`src/rtl/adcsp_pkg.sv`:
```
/*
  Constants, register layout and helper functions for the converter serial port block.
  Assumes one system clock; serial, master clock and sync pin levels are synchronised inside the block before use.
*/
// Function
// - The port answers serial clock edges only while the active-low chip select is low.
// - With chip select tied low the port keeps working as a plain three-wire link.
// - The ready flag goes low whenever a new conversion word lands in the data register.
// - The ready flag goes high once the host has read one complete output word.
// - An unread word makes the ready flag go high for 500 master clock periods before the next update.
// - The ready flag also goes low when an on-chip calibration has finished.
// - The output shift path delivers the register chosen by the register-select bits.
// - Input words go to the selected register, except that the communication and data registers are never written.
// - A low sync input holds filter and calibration logic in reset, leaving the port and a low flag alone.
// - A low reset input returns control, interface and filter logic to the power-on state.

package adcsp_pkg;

  // ********************************************
  // register selection codes
  // ********************************************
  localparam logic [2:0] RS_COMM    = 3'h0;
  localparam logic [2:0] RS_MODE    = 3'h1;
  localparam logic [2:0] RS_FILT_HI = 3'h2;
  localparam logic [2:0] RS_FILT_LO = 3'h3;
  localparam logic [2:0] RS_TEST    = 3'h4;
  localparam logic [2:0] RS_DATA    = 3'h5;
  localparam logic [2:0] RS_ZCAL    = 3'h6;
  localparam logic [2:0] RS_FCAL    = 3'h7;

  // ********************************************
  // field positions and widths
  // ********************************************
  localparam int unsigned SHIFT_W     = 24;
  localparam int unsigned SHORT_W     = 8;
  localparam int unsigned COMM_RDY    = 7;
  localparam int unsigned COMM_RS_LSB = 4;
  localparam int unsigned COMM_RD     = 3;
  localparam int unsigned MODE_MD_LSB = 5;
  localparam logic [4:0]  SHORT_LAST  = 5'h07;
  localparam logic [4:0]  LONG_LAST   = 5'h17;

  // mode field codes: normal conversion, and the last code that starts a calibration
  localparam logic [2:0] MD_NORMAL   = 3'h0;
  localparam logic [2:0] MD_CAL_LAST = 3'h4;

  // ********************************************
  // reset values
  // ********************************************
  localparam logic [7:0]  MODE_RST    = 8'h00;
  localparam logic [7:0]  FILT_HI_RST = 8'h01;
  localparam logic [7:0]  FILT_LO_RST = 8'h40;
  localparam logic [7:0]  TEST_RST    = 8'h00;
  localparam logic [23:0] DATA_RST    = 24'h000000;
  localparam logic [23:0] ZCAL_RST    = 24'h800000;
  localparam logic [23:0] FCAL_RST    = 24'h555555;

  // ********************************************
  // timing counts, in master clock periods, and the FIFO depth in words
  // ********************************************
  localparam int unsigned HOLDOFF_MCLK_PERIODS = 500;
  localparam int unsigned CAL_MCLK_PERIODS     = 1000;
  localparam int unsigned FIFO_DEPTH_WORDS     = 8;

  // last bit index of the word belonging to a register selection
  function automatic logic [4:0] last_bit(input logic [2:0] rs);
    last_bit = (rs == RS_DATA || rs == RS_ZCAL || rs == RS_FCAL) ? LONG_LAST : SHORT_LAST;
  endfunction

endpackage

```
`src/rtl/adcsp_sync.sv`:
```
/*
  Two flip-flop synchroniser for a group of independent pin levels.
  Assumes each bit is a level; bits are not coherent with each other.
*/
`timescale 1ns/1ps
module adcsp_sync
#(
  parameter int unsigned      WIDTH   = 5,
  // idle level of each pin, so no false edge follows reset
  parameter logic [WIDTH-1:0] RST_VAL = '0
)
(
  input  wire logic             clk_i,
  input  wire logic             rst_b_i,
  input  wire logic [WIDTH-1:0] async_i,
  output logic      [WIDTH-1:0] sync_o
);

  logic [WIDTH-1:0] meta;

  if (WIDTH < 1)
  begin : g_bad_width
    $error("adcsp_sync: WIDTH must be at least 1");
  end

  // ********************************************
  // two stages; the first is read by the second only
  // ********************************************
  always_ff @(posedge clk_i or negedge rst_b_i)
  begin
    if (!rst_b_i)
    begin
      meta   <= RST_VAL;
      sync_o <= RST_VAL;
    end
    else
    begin
      meta   <= async_i;
      sync_o <= meta;
    end
  end

endmodule // adcsp_sync

```
`src/rtl/adcsp_fifo.sv`:
```
/*
  Flip-flop FIFO with valid/ready on both sides and a registered ready on the fill side.
  Assumes one clock; the drain side may stall for any time.
*/
`timescale 1ns/1ps
module adcsp_fifo
#(
  parameter int unsigned WIDTH = 24,
  parameter int unsigned DEPTH = 8
)
(
  input  wire logic             clk_i,
  input  wire logic             rst_b_i,
  input  wire logic [WIDTH-1:0] in_data_i,
  input  wire logic             in_valid_i,
  output logic                  in_ready_o,
  output logic      [WIDTH-1:0] out_data_o,
  output logic                  out_valid_o,
  input  wire logic             out_ready_i
);

  localparam int unsigned AW = (DEPTH > 1) ? $clog2(DEPTH) : 1;

  logic [WIDTH-1:0] mem [DEPTH];
  logic [AW-1:0]    wr_idx;
  logic [AW-1:0]    rd_idx;
  logic [AW:0]      count;
  logic [AW:0]      next_count;
  logic             push;
  logic             pop;

  if (DEPTH < 2 || (DEPTH & (DEPTH - 1)) != 0 || WIDTH < 1)
  begin : g_bad_shape
    $error("adcsp_fifo: DEPTH must be a power of two of at least 2");
  end

  assign push        = in_valid_i & in_ready_o;
  assign pop         = out_valid_o & out_ready_i;
  assign out_valid_o = (count != '0);
  assign out_data_o  = mem[rd_idx];

  always_comb
  begin
    next_count = count;
    if (push && !pop)
    begin
      next_count = count + 1'b1;
    end
    else if (pop && !push)
    begin
      next_count = count - 1'b1;
    end
  end

  // ********************************************
  // pointers and level
  // ********************************************
  always_ff @(posedge clk_i or negedge rst_b_i)
  begin
    if (!rst_b_i)
    begin
      wr_idx     <= '0;
      rd_idx     <= '0;
      count      <= '0;
      in_ready_o <= 1'b0;
    end
    else
    begin
      if (push)
      begin
        wr_idx <= wr_idx + 1'b1;
      end
      if (pop)
      begin
        rd_idx <= rd_idx + 1'b1;
      end
      count      <= next_count;
      // registered, so a push and a full level never overlap
      in_ready_o <= (next_count != DEPTH[AW:0]);
    end
  end

  // ********************************************
  // storage
  // ********************************************
  always_ff @(posedge clk_i)
  begin
    if (push)
    begin
      mem[wr_idx] <= in_data_i;
    end
  end

endmodule // adcsp_fifo

```
`src/rtl/adcsp_top.sv`:
```
/*
  Serial port, register file and output-word-ready flag of a sigma-delta converter.
  Assumes the host drives the serial clock idle high, changes input data on falling edges
  and samples output data on rising edges; conversion words arrive on a valid/ready port.
*/
`timescale 1ns/1ps
module adcsp_top
  import adcsp_pkg::*;
#(
  parameter int unsigned HOLDOFF_MCLK = HOLDOFF_MCLK_PERIODS,
  parameter int unsigned CAL_MCLK     = CAL_MCLK_PERIODS,
  parameter int unsigned FIFO_DEPTH   = FIFO_DEPTH_WORDS
)
(
  input  wire logic        SYS_CLK_I,
  input  wire logic        RST_B_I,
  input  wire logic        SCLK_I,
  input  wire logic        CS_B_I,
  input  wire logic        DIN_I,
  output logic             DOUT_O,
  output logic             DOUT_OE_O,
  output logic             OUTPUT_WORD_READY_N_O,
  input  wire logic        MCLK_I,
  input  wire logic        SYNC_B_I,
  input  wire logic [23:0] CONV_DATA_I,
  input  wire logic        CONV_VALID_I,
  output logic             CONV_READY_O,
  output logic             CAL_BUSY_O
);

  localparam int unsigned CNT_W = 16;

  typedef enum logic [1:0]
  {
    ADCSP_PH_COMM  = 2'b00,
    ADCSP_PH_WRITE = 2'b01,
    ADCSP_PH_READ  = 2'b10
  } adcsp_phase_e;

  typedef enum logic
  {
    ADCSP_UP_IDLE = 1'b0,
    ADCSP_UP_HOLD = 1'b1
  } adcsp_up_e;

  if (HOLDOFF_MCLK < 1 || HOLDOFF_MCLK >= (1 << CNT_W) || CAL_MCLK < 1 || CAL_MCLK >= (1 << CNT_W))
  begin : g_bad_counts
    $error("adcsp_top: master clock counts must lie between 1 and 65535");
  end

  // ********************************************
  // pin synchronisation and edge finding
  // ********************************************
  logic [4:0] pins_s;
  logic       s_sclk;
  logic       s_cs_b;
  logic       s_din;
  logic       s_mclk;
  logic       s_sync_b;
  logic       sclk_d;
  logic       mclk_d;
  logic       sclk_rise;
  logic       sclk_fall;
  logic       mclk_rise;
  logic       selected;

  // reset to idle levels: sync high, select high, serial clock high
  adcsp_sync #(.WIDTH(5), .RST_VAL(5'h13)) u_sync
  (
    .clk_i     (SYS_CLK_I),
    .rst_b_i   (RST_B_I),
    .async_i   ({SYNC_B_I, MCLK_I, DIN_I, CS_B_I, SCLK_I}),
    .sync_o    (pins_s)
  );

  assign {s_sync_b, s_mclk, s_din, s_cs_b, s_sclk} = pins_s;

  always_ff @(posedge SYS_CLK_I or negedge RST_B_I)
  begin
    if (!RST_B_I)
    begin
      sclk_d <= 1'b1;
      mclk_d <= 1'b0;
    end
    else
    begin
      sclk_d <= s_sclk;
      mclk_d <= s_mclk;
    end
  end

  assign selected  = ~s_cs_b;
  assign sclk_rise = selected & s_sclk & ~sclk_d;
  assign sclk_fall = selected & ~s_sclk & sclk_d;
  assign mclk_rise = s_mclk & ~mclk_d;

  // ********************************************
  // serial shift engine
  // ********************************************
  adcsp_phase_e phase;
  logic [2:0]   sel_rs;
  logic [4:0]   bit_cnt;
  logic [23:0]  shift_in;
  logic [23:0]  shift_out;
  logic [23:0]  next_word;
  logic [4:0]   word_last;
  logic         word_done;
  logic         write_done;
  logic         data_reading;
  logic         data_read_done;
  logic [2:0]   next_rs;
  logic [23:0]  read_value;

  logic [7:0]   mode_reg;
  logic [7:0]   filt_hi;
  logic [7:0]   filt_lo;
  logic [7:0]   test_reg;
  logic [23:0]  data_reg;
  logic [23:0]  zcal_reg;
  logic [23:0]  fcal_reg;
  logic         ready_n;

  assign next_word      = {shift_in[22:0], s_din};
  assign next_rs        = next_word[COMM_RS_LSB +: 3];
  assign word_last      = (phase == ADCSP_PH_COMM) ? SHORT_LAST : last_bit(sel_rs);
  assign word_done      = sclk_rise & (bit_cnt == word_last);
  assign write_done     = word_done & (phase == ADCSP_PH_WRITE);
  assign data_reading   = (phase == ADCSP_PH_READ) & (sel_rs == RS_DATA);
  assign data_read_done = word_done & data_reading;

  always_comb
  begin
    read_value = '0;
    unique case (next_rs)
      RS_COMM:    read_value = {ready_n, next_word[6:0], 16'h0000};
      RS_MODE:    read_value = {mode_reg, 16'h0000};
      RS_FILT_HI: read_value = {filt_hi, 16'h0000};
      RS_FILT_LO: read_value = {filt_lo, 16'h0000};
      RS_TEST:    read_value = {test_reg, 16'h0000};
      RS_DATA:    read_value = data_reg;
      RS_ZCAL:    read_value = zcal_reg;
      RS_FCAL:    read_value = fcal_reg;
    endcase
  end

  // no frame edge needed; words chain on bit count alone
  always_ff @(posedge SYS_CLK_I or negedge RST_B_I)
  begin
    if (!RST_B_I)
    begin
      phase     <= ADCSP_PH_COMM;
      sel_rs    <= RS_COMM;
      bit_cnt   <= 5'h00;
      shift_in  <= 24'h000000;
      shift_out <= 24'h000000;
    end
    else if (sclk_rise)
    begin
      shift_in <= next_word;
      if (word_done)
      begin
        bit_cnt <= 5'h00;
        if (phase == ADCSP_PH_COMM)
        begin
          // channel bits select nothing inside this block
          sel_rs    <= next_rs;
          // snapshot, so a data update during the read cannot tear the word
          shift_out <= read_value;
          phase     <= next_word[COMM_RD] ? ADCSP_PH_READ : ADCSP_PH_WRITE;
        end
        else
        begin
          phase <= ADCSP_PH_COMM;
        end
      end
      else
      begin
        bit_cnt <= bit_cnt + 5'h01;
      end
    end
    // first bit already stands before the first falling edge
    else if (sclk_fall && phase == ADCSP_PH_READ && bit_cnt != 5'h00)
    begin
      shift_out <= {shift_out[22:0], 1'b0};
    end
  end

  // ********************************************
  // calibration timer
  // ********************************************
  logic             cal_start;
  logic             cal_done;
  logic [CNT_W-1:0] cal_cnt;

  assign cal_start = write_done & (sel_rs == RS_MODE) & s_sync_b &
                     (next_word[MODE_MD_LSB +: 3] != MD_NORMAL) &
                     (next_word[MODE_MD_LSB +: 3] <= MD_CAL_LAST);
  assign cal_done  = CAL_BUSY_O & s_sync_b & mclk_rise & (cal_cnt == CNT_W'(CAL_MCLK - 1));

  always_ff @(posedge SYS_CLK_I or negedge RST_B_I)
  begin
    if (!RST_B_I)
    begin
      CAL_BUSY_O <= 1'b0;
      cal_cnt    <= '0;
    end
    else if (!s_sync_b)
    begin
      CAL_BUSY_O <= 1'b0;
      cal_cnt    <= '0;
    end
    else if (cal_start)
    begin
      CAL_BUSY_O <= 1'b1;
      cal_cnt    <= '0;
    end
    else if (CAL_BUSY_O && mclk_rise)
    begin
      cal_cnt <= cal_cnt + 1'b1;
      if (cal_done)
      begin
        CAL_BUSY_O <= 1'b0;
      end
    end
  end

  // ********************************************
  // writable registers
  // ********************************************
  // power-on values on reset
  always_ff @(posedge SYS_CLK_I or negedge RST_B_I)
  begin
    if (!RST_B_I)
    begin
      mode_reg <= MODE_RST;
      filt_hi  <= FILT_HI_RST;
      filt_lo  <= FILT_LO_RST;
      test_reg <= TEST_RST;
      zcal_reg <= ZCAL_RST;
      fcal_reg <= FCAL_RST;
    end
    else
    begin
      // data register has no write path
      if (write_done)
      begin
        unique case (sel_rs)
          RS_MODE:    mode_reg <= next_word[7:0];
          RS_FILT_HI: filt_hi  <= next_word[7:0];
          RS_FILT_LO: filt_lo  <= next_word[7:0];
          RS_TEST:    test_reg <= next_word[7:0];
          RS_ZCAL:    zcal_reg <= next_word;
          RS_FCAL:    fcal_reg <= next_word;
          RS_COMM,
          RS_DATA:    ;
        endcase
      end
      // calibration over, back to normal conversion
      if (cal_done)
      begin
        mode_reg[MODE_MD_LSB +: 3] <= MD_NORMAL;
      end
    end
  end

  // ********************************************
  // conversion word path and update sequencing
  // ********************************************
  logic [23:0]      fifo_data;
  logic             fifo_valid;
  logic             fifo_pop;
  logic             hold_start;
  adcsp_up_e        up_st;
  logic [CNT_W-1:0] hold_cnt;
  logic             may_update;

  adcsp_fifo #(.WIDTH(24), .DEPTH(FIFO_DEPTH)) u_fifo
  (
    .clk_i       (SYS_CLK_I),
    .rst_b_i     (RST_B_I),
    .in_data_i   (CONV_DATA_I),
    .in_valid_i  (CONV_VALID_I),
    .in_ready_o  (CONV_READY_O),
    .out_data_o  (fifo_data),
    .out_valid_o (fifo_valid),
    .out_ready_i (fifo_pop)
  );

  // no update while sync holds the filter
  assign may_update = fifo_valid & s_sync_b & ~CAL_BUSY_O & ~data_reading;
  // unread word forces the hold-off window first
  assign hold_start = (up_st == ADCSP_UP_IDLE) & may_update & ~ready_n;
  assign fifo_pop   = may_update &
                      (((up_st == ADCSP_UP_IDLE) & ready_n) |
                       ((up_st == ADCSP_UP_HOLD) & (hold_cnt == CNT_W'(HOLDOFF_MCLK))));

  always_ff @(posedge SYS_CLK_I or negedge RST_B_I)
  begin
    if (!RST_B_I)
    begin
      up_st    <= ADCSP_UP_IDLE;
      hold_cnt <= '0;
    end
    else
    begin
      unique case (up_st)
        ADCSP_UP_IDLE:
        begin
          hold_cnt <= '0;
          if (hold_start)
          begin
            up_st <= ADCSP_UP_HOLD;
          end
        end
        ADCSP_UP_HOLD:
        begin
          if (!s_sync_b || fifo_pop)
          begin
            up_st <= ADCSP_UP_IDLE;
          end
          // count master clock periods of the window
          else if (mclk_rise && hold_cnt != CNT_W'(HOLDOFF_MCLK))
          begin
            hold_cnt <= hold_cnt + 1'b1;
          end
        end
      endcase
    end
  end

  always_ff @(posedge SYS_CLK_I or negedge RST_B_I)
  begin
    if (!RST_B_I)
    begin
      data_reg <= DATA_RST;
    end
    else if (fifo_pop)
    begin
      data_reg <= fifo_data;
    end
  end

  // ********************************************
  // ready flag
  // ********************************************
  always_ff @(posedge SYS_CLK_I or negedge RST_B_I)
  begin
    if (!RST_B_I)
    begin
      ready_n <= 1'b1;
    end
    // new word / calibration finished; low wins over a clear
    else if (fifo_pop || cal_done)
    begin
      ready_n <= 1'b0;
    end
    // full word read / window opens / calibration starts
    else if (data_read_done || hold_start || cal_start)
    begin
      ready_n <= 1'b1;
    end
  end

  // ********************************************
  // pin outputs
  // ********************************************
  always_ff @(posedge SYS_CLK_I or negedge RST_B_I)
  begin
    if (!RST_B_I)
    begin
      DOUT_O                <= 1'b0;
      DOUT_OE_O             <= 1'b0;
      OUTPUT_WORD_READY_N_O <= 1'b1;
    end
    else
    begin
      DOUT_O                <= shift_out[SHIFT_W-1];
      DOUT_OE_O             <= selected;
      OUTPUT_WORD_READY_N_O <= ready_n;
    end
  end

endmodule // adcsp_top

```
`config.mk`:
```
export PLATFORM = sky130hd
export DESIGN_NAME = adcsp_top
export DESIGN_NICKNAME = d
export VERILOG_FILES = /design/src/rtl/adcsp_pkg.sv /design/src/rtl/adcsp_sync.sv /design/src/rtl/adcsp_fifo.sv /design/src/rtl/adcsp_top.sv
export SDC_FILE = /design/constraint.sdc
export NUM_CORES = 1
export LEC_CHECK = 0
export ABC_AREA = 1
export BUFFER_PORTS_ARGS = -buffer_cell sky130_fd_sc_hd__buf_2
export CAP_MARGIN = 15
export CORE_UTILIZATION = 35
export DETAILED_ROUTE_END_ITERATION = 8
export HOLD_SLACK_MARGIN = 0.03
export MAX_ROUTING_LAYER = met4
export SYNTH_ARGS = -nofsm -noshare
export SYNTH_HDL_FRONTEND = slang
export SYNTH_HIERARCHICAL = 1
export SYNTH_SLANG_ARGS = --single-unit
```
`constraint.sdc`:
```
create_clock -name SYS_CLK_I -period 2.9 [get_ports SYS_CLK_I]
set_input_delay 0.435 -clock SYS_CLK_I [delete_from_list [all_inputs] [get_ports SYS_CLK_I]]
set_output_delay 0.435 -clock SYS_CLK_I [all_outputs]
set_load 0.05 [all_outputs]
```
Word level (Yosys, flattened, before mapping)
Memory sizes are Yosys's and may differ from the RTL's. A register that Yosys moved wholly into a read port is not among the register bits.
Cells that the tools add are included.
{"block": "word_totals", "reg_bits": 198, "mem_bits_rw": 192, "inputBits": 32, "out_inout_bits": 5, "wordCells": 168, "n_memories": 1}
{"block": "op_classes", "n_addsub": 7, "order_cmp": 1, "eq_ne": 27, "mux": 32, "n_bitwise": 35, "reduce_logical": 37}
{"memory": "u_fifo.mem", "words": 8, "word_bits": 24, "read_ports": 1, "rd_ports_with_merged_regs": 1, "wr": 1, "line": "adcsp_fifo.sv:24", "rtl": "logic [WIDTH-1:0] mem [DEPTH];"}
{"operator": "one-hot mux 24 bit (8 select lines)", "n": 1}
{"operator": "2-to-1 mux 24 bit", "n": 4}
{"operator": "2-to-1 mux 16 bit", "n": 5}
{"operator": "adder 16 x 1 -> 16 bit (second input constant)", "n": 2}
{"operator": "one-hot mux 16 bit (2 select lines)", "n": 1}
{"operator": "AND 1 bit", "n": 26}
{"operator": "equality test 3 bit (second input constant)", "n": 8}
{"operator": "AND reduction 2 bit", "n": 10}
{"operator": "equality test 16 x 10 -> 1 bit (second input constant)", "n": 1}
{"operator": "equality test 16 x 9 -> 1 bit (second input constant)", "n": 1}
{"operator": "2-to-1 mux 8 bit", "n": 2}
{"operator": "!= test 16 x 9 -> 1 bit (second input constant)", "n": 1}
{"operator": "2-to-1 mux 5 bit", "n": 3}
{"operator": "equality test 3 x 2 -> 1 bit (second input constant)", "n": 4}
{"operator": "2-to-1 mux 1 bit", "n": 10}
{"operator": "2-to-1 mux 4 bit", "n": 2}
{"operator": "NOT 1 bit", "n": 8}
{"operator": "nonzero test 2 bit", "n": 4}
{"operator": "adder 3 x 1 -> 3 bit (second input constant)", "n": 2}
{"operator": "equality test 3 x 1 -> 1 bit (second input constant)", "n": 2}
{"operator": "logical AND 1 bit", "n": 6}
{"operator": "logical OR 1 bit", "n": 6}
{"operator": "!= test 2 x 1 -> 1 bit (second input constant)", "n": 3}
{"operator": "!= test 3 bit (second input constant)", "n": 2}
{"operator": "other kinds (20)", "n": 25}

Logic depth before layout (Yosys ltp)
{"block": "depth", "ltp_word": 15, "depth_mapped": 17, "depth_no_buf": 16}

Cells and area by module
The synthesis kept the hierarchy.
{"module": "adcsp_top", "instances": 1, "cells_each": 1297, "area_per_inst_um2": 9785.6, "seq_area_each_um2": 5052.3}
{"module": "adcsp_fifo", "instances": 1, "cells_each": 652, "area_per_inst_um2": 8135.3, "seq_area_each_um2": 6040.8}
{"module": "adcsp_sync", "instances": 1, "cells_each": 10, "area_per_inst_um2": 257.7, "seq_area_each_um2": 257.7}

Worst setup path before layout
No wires, ideal clock.
{"block": "synth_path", "path_type": "reg2reg", "start": "register u_fifo.in_ready_o", "end": "memory u_fifo.mem[0][0], enable pin", "setup_ns": 0.405, "t_arrival_ns": 2.222, "required_time_ns": 2.495, "path_slack_ns": 0.273, "stages_incl_launch_ff": 4, "path_buffers": 0, "period_less_slack_ns": 2.627, "path_cell_list": "dfrtp_1 -> nand2_1 -> or2_2 -> nor2_1"}
{"block": "synth_between", "elab_chain_cells": 3}
{"element": "from (decl)", "line": "adcsp_fifo.sv:16", "rtl": "output logic in_ready_o,"}
{"element": "from (signal assigned)", "line": "adcsp_fifo.sv:79", "rtl": "in_ready_o <= (next_count != DEPTH[AW:0]);"}
{"element": "AND 1 bit", "line": "adcsp_fifo.sv:37", "rtl": "assign push = in_valid_i & in_ready_o;"}
{"element": "2-to-1 mux 1 bit", "line": "adcsp_fifo.sv:88", "rtl": "if (push)"}
{"element": "2-to-1 mux 1 bit (not written as such)", "line": "adcsp_fifo.sv:90", "rtl": "mem[wr_idx] <= in_data_i;"}
{"element": "to (decl)", "line": "adcsp_fifo.sv:24"}
Every way passes these cells.

Worst setup path after layout
{"block": "layout_path", "start": "register u_fifo.count[0]", "end": "register u_fifo.rd_idx[2]"}
{"block": "layout_between", "elab_chain_cells": 6}
{"element": "from (decl)", "line": "adcsp_fifo.sv:27", "rtl": "logic [AW:0] count;"}
{"element": "from (signal assigned)", "line": "adcsp_fifo.sv:77", "rtl": "count <= next_count;"}
{"element": "nonzero test 4 bit *", "line": "adcsp_fifo.sv:39", "rtl": "assign out_valid_o = (count != '0);"}
{"element": "named net fifo_valid", "line": "adcsp_top.sv:270", "rtl": "logic fifo_valid;"}
{"element": "AND 1 bit (3 in a row)", "line": "adcsp_top.sv:290", "rtl": "assign may_update = fifo_valid & s_sync_b & ~CAL_BUSY_O & ~data_reading;"}
{"element": "AND 1 bit", "line": "adcsp_top.sv:293", "rtl": "assign fifo_pop = may_update &"}
{"element": "AND 1 bit *", "line": "adcsp_fifo.sv:38", "rtl": "assign pop = out_valid_o & out_ready_i;"}
{"element": "to (signal assigned)", "line": "adcsp_fifo.sv:75", "rtl": "rd_idx <= rd_idx + 1'b1;"}
{"element": "to (decl)", "line": "adcsp_fifo.sv:26", "rtl": "logic [AW-1:0] rd_idx;"}
Mark *: on every way through the listed nets, which the timed path passes. The rest lies on a longest branch.
A chain may end at the register's enable or synchronous reset.

==> impl_metrics.tcl <==
set metrics [dict create \
    synth_cells 1959 \
    antenna_left 0 \
    cts_sinks 414 \
    path_common_cell "nand2_1" \
    intPower_mw 11.8 \
    whs_path_depth 1 \
    p_switching_mw 5.74 \
    cts-root-buf "clkbuf_16" \
    first_pass_iters 5 \
    p_per_area_nw_per_um2 838 \
    min_period_ns 2.60 \
    max_stage_delay_ns 0.39 \
    ys_seq_elements 414 \
    grt_pass1_wl_um 71000 \
    path_buf_inv 3 \
    gp_congestion 0.866 \
    ys_warn_count 6 \
    cp-end-kind "register" \
    synth_edf_count 192 \
    async_reset_ff_share_pct 53.6 \
    synth_compound_area_share_pct 6.35 \
    synth_top_area_share_pct 31.7 \
    drv_cap 0 \
    setup_viol 0 \
    worst-path-stages 12 \
    placementRows 83 \
    critPathTopFamily "simple AND/OR/NAND/NOR gates" \
    power.share.sequential_pct 42.1 \
    htreeDepth 2 \
    yosysSeqAreaShare_pct 62.4 \
    fin_util_pct 40.7 \
    placed_cell_area_sq_um 19200 \
    synth_commonest_cells "668 x nand2_1, 230 x nor2_1, 198 x dfrtp_1" \
    grt_pass1_vias 13200 \
    die_h_um 230 \
    netlist_top_cells_area "edfxtp_1 32%, dfrtp_1 27%, nand2_1 14%, nor2_1 4.7%, nand3_1 4.7%" \
    p_leak_nw 9.15 \
    ctsResizeCount 0 \
    synth_mux_area_share_pct 0.0551 \
    fin_skew_ns 0.0414 \
    layout-drive-gt1-share_pct 10.3 \
    synth_area_sq_um 18200 \
    cp.arrival_ns 3.10 \
    cts_setup_buffers 0 \
    largest_register_ffs 192 \
    synth_top_family_by_area "simple AND/OR/NAND/NOR gates" \
    grt_max_degree 68 \
    track_usage_pct 17.1 \
    initial_utilization_pct 35.4 \
    combPwrFrac_pct 23.0 \
    antenna_found_initial 2 \
    fin_crit_sh_pct 89.6 \
    max-vdd-ir-drop_mv 0.520 \
    die-area_sq_um 52900 \
    cts.path.max_buffers 3 \
    hold_class "input port to register" \
    cts_made_buffers 47 \
    coreArea_sq_um 51300 \
    p_clk_share_pct 34.9 \
    worstMarginPinSlew_ns 0.823 \
    placedCellCount 2628 \
    syn_nets 2000 \
    crit_required_ns 3.40 \
    final_nets 2044 \
    switching_share_pct 32.8 \
    syn_to_final_growth_pct 14.8 \
    outcome "finished, final reports clean" \
    regMostFlops "u_fifo/mem" \
    slew_headroom_pct 45.0 \
    start_kind "register" \
    setup_tns_ns 0 \
    rsz0062_at_grt "false" \
    critPathMaxFanout 31 \
    synthSimpleGateAreaFrac_pct 24.7 \
    slew_violations 0 \
    drc 0 \
    portBuffers 36 \
    hold_viol_final 0 \
    wl_per_cell_um 15.8 \
    wirelength_um 43200 \
    synth-xor-area-share_pct 1.40 \
    die_width_um 230 \
    yosysMostFrequentCell "nand2_1" \
    yosysUniqueCellTypes 40 \
    cp_slowest_cell "dfrtp_1" \
    vias 13300 \
    clk_latency_ns 0.61 \
    avgSynthCellArea_sq_um 9.28 \
    dr.first_iter.drc_count 969 \
    layoutNonFillerInstCount 2724 \
    grt-ovfl-total 0 \
    path_cells "inv_1, ha_1, nand2_4, nand2_1, nor2_1, nand2_1, nor2_1, nand2_1, inv_1, buf_4, nand3_1, xor2_1" \
    final_area_sq_um 20900 \
    synth_fa_ha_area_share_pct 0.619 \
    fmax_mhz 385 \
    fillers 5068 \
    dp_hpwl_um 27000 \
    path_class "register to register" \
    reg2reg_depth 12 \
    pin_count 37 \
    cts_hold_buf 6 \
    path_clk_slew_ns 0.06 \
    viasPerCell 4.89 \
    tritoncts "done" \
    synth_top_cell_by_area "edfxtp_1" \
    synth-main-ff-cell "dfrtp_1" \
]
[routing by layer]
layer	share of wire, %	track usage [%]
met1	46	22.6
met2	47	27.1
met3	4.6	2.47
met4	2.0	5.28
met5	0	-
[per-stage QoR]
stage	power [mW]	hold slack, ns	setup WS [ns]
6_report	17.5	0.0968	0.301
5_1_grt	18.5	0.0992	0.110
4_1_cts	17.7	0.0693	0.257
3_5_place_dp	11.5	0.336	0.259
3_3_place_gp	11.4	0.340	0.289
2_1_floorplan	10.2	0.139	0.273
[final timing paths]
path,startpoint,to,slack (ns)
max,u_fifo/count[0],u_fifo/rd_idx[2],0.30
min,CONV_DATA_I[14],u_fifo/mem[4][14],0.1
max reg2reg,u_fifo/count[0],u_fifo/rd_idx[2],0.30
min reg2reg,u_sync/meta[2],u_sync/sync_o[2],0.35
max in group asynchronous,RST_B_I,fcal_reg[0],1.65
min in group asynchronous,RST_B_I,mclk_d,0.41
[kinds of logic after synthesis]
kind of cell	count (synthesis)
adders and majority gates	9
xor gates and xnor gates	29
and+or+nand+nor	1106
muxes	1
AOI/OAI and AO/OA	216
buffers and inverters	184
DFF	414
[power by group through the flow]
| stage | clock network (mW) | logic [mW] | registers [mW] |
|---|---|---|---|
| after detailed placement | 0 | 4.06 | 7.47 |
| after CTS | 6.25 | 4.08 | 7.37 |
| after floorplan | 0 | 2.86 | 7.32 |
| final | 6.11 | 4.02 | 7.36 |
| after global placement | 0 | 3.98 | 7.45 |
| after global routing | 6.48 | 4.55 | 7.43 |
[cell usage in the layout, fill, tap and decap left out, types with 11 or more instances in the layout]
master,netlist,layout
edfxtp_1,192,192
inv_1,81,81
dfrtp_1,198,197
o21ai_0,124,124
nand3_1,170,170
buf_4,8,41
a22oi_1,11,11
nor2_1,230,222
a21oi_1,35,35
buf_2,30,35
nand4_1,12,12
dfstp_2,24,24
nand2_1,668,668
o21ai_1,14,14
a31oi_1,24,24
xor2_1,22,22
clkbuf_16,0,47
[final cells by class]
cell class | instances | area, sq um | area share, %
sequential | 414 | 11400 | 54.4
multi-input combinational | 1361 | 6030 | 28.9
clock buffer | 64 | 1310 | 6.27
tap | 680 | 851 | 4.08
timing repair buffer | 89 | 678 | 3.25
inverter | 90 | 340 | 1.63
clock inverter | 23 | 304 | 1.46
antenna | 3 | 7.51 | 0.0360
Power figures use the tool's default switching activity.
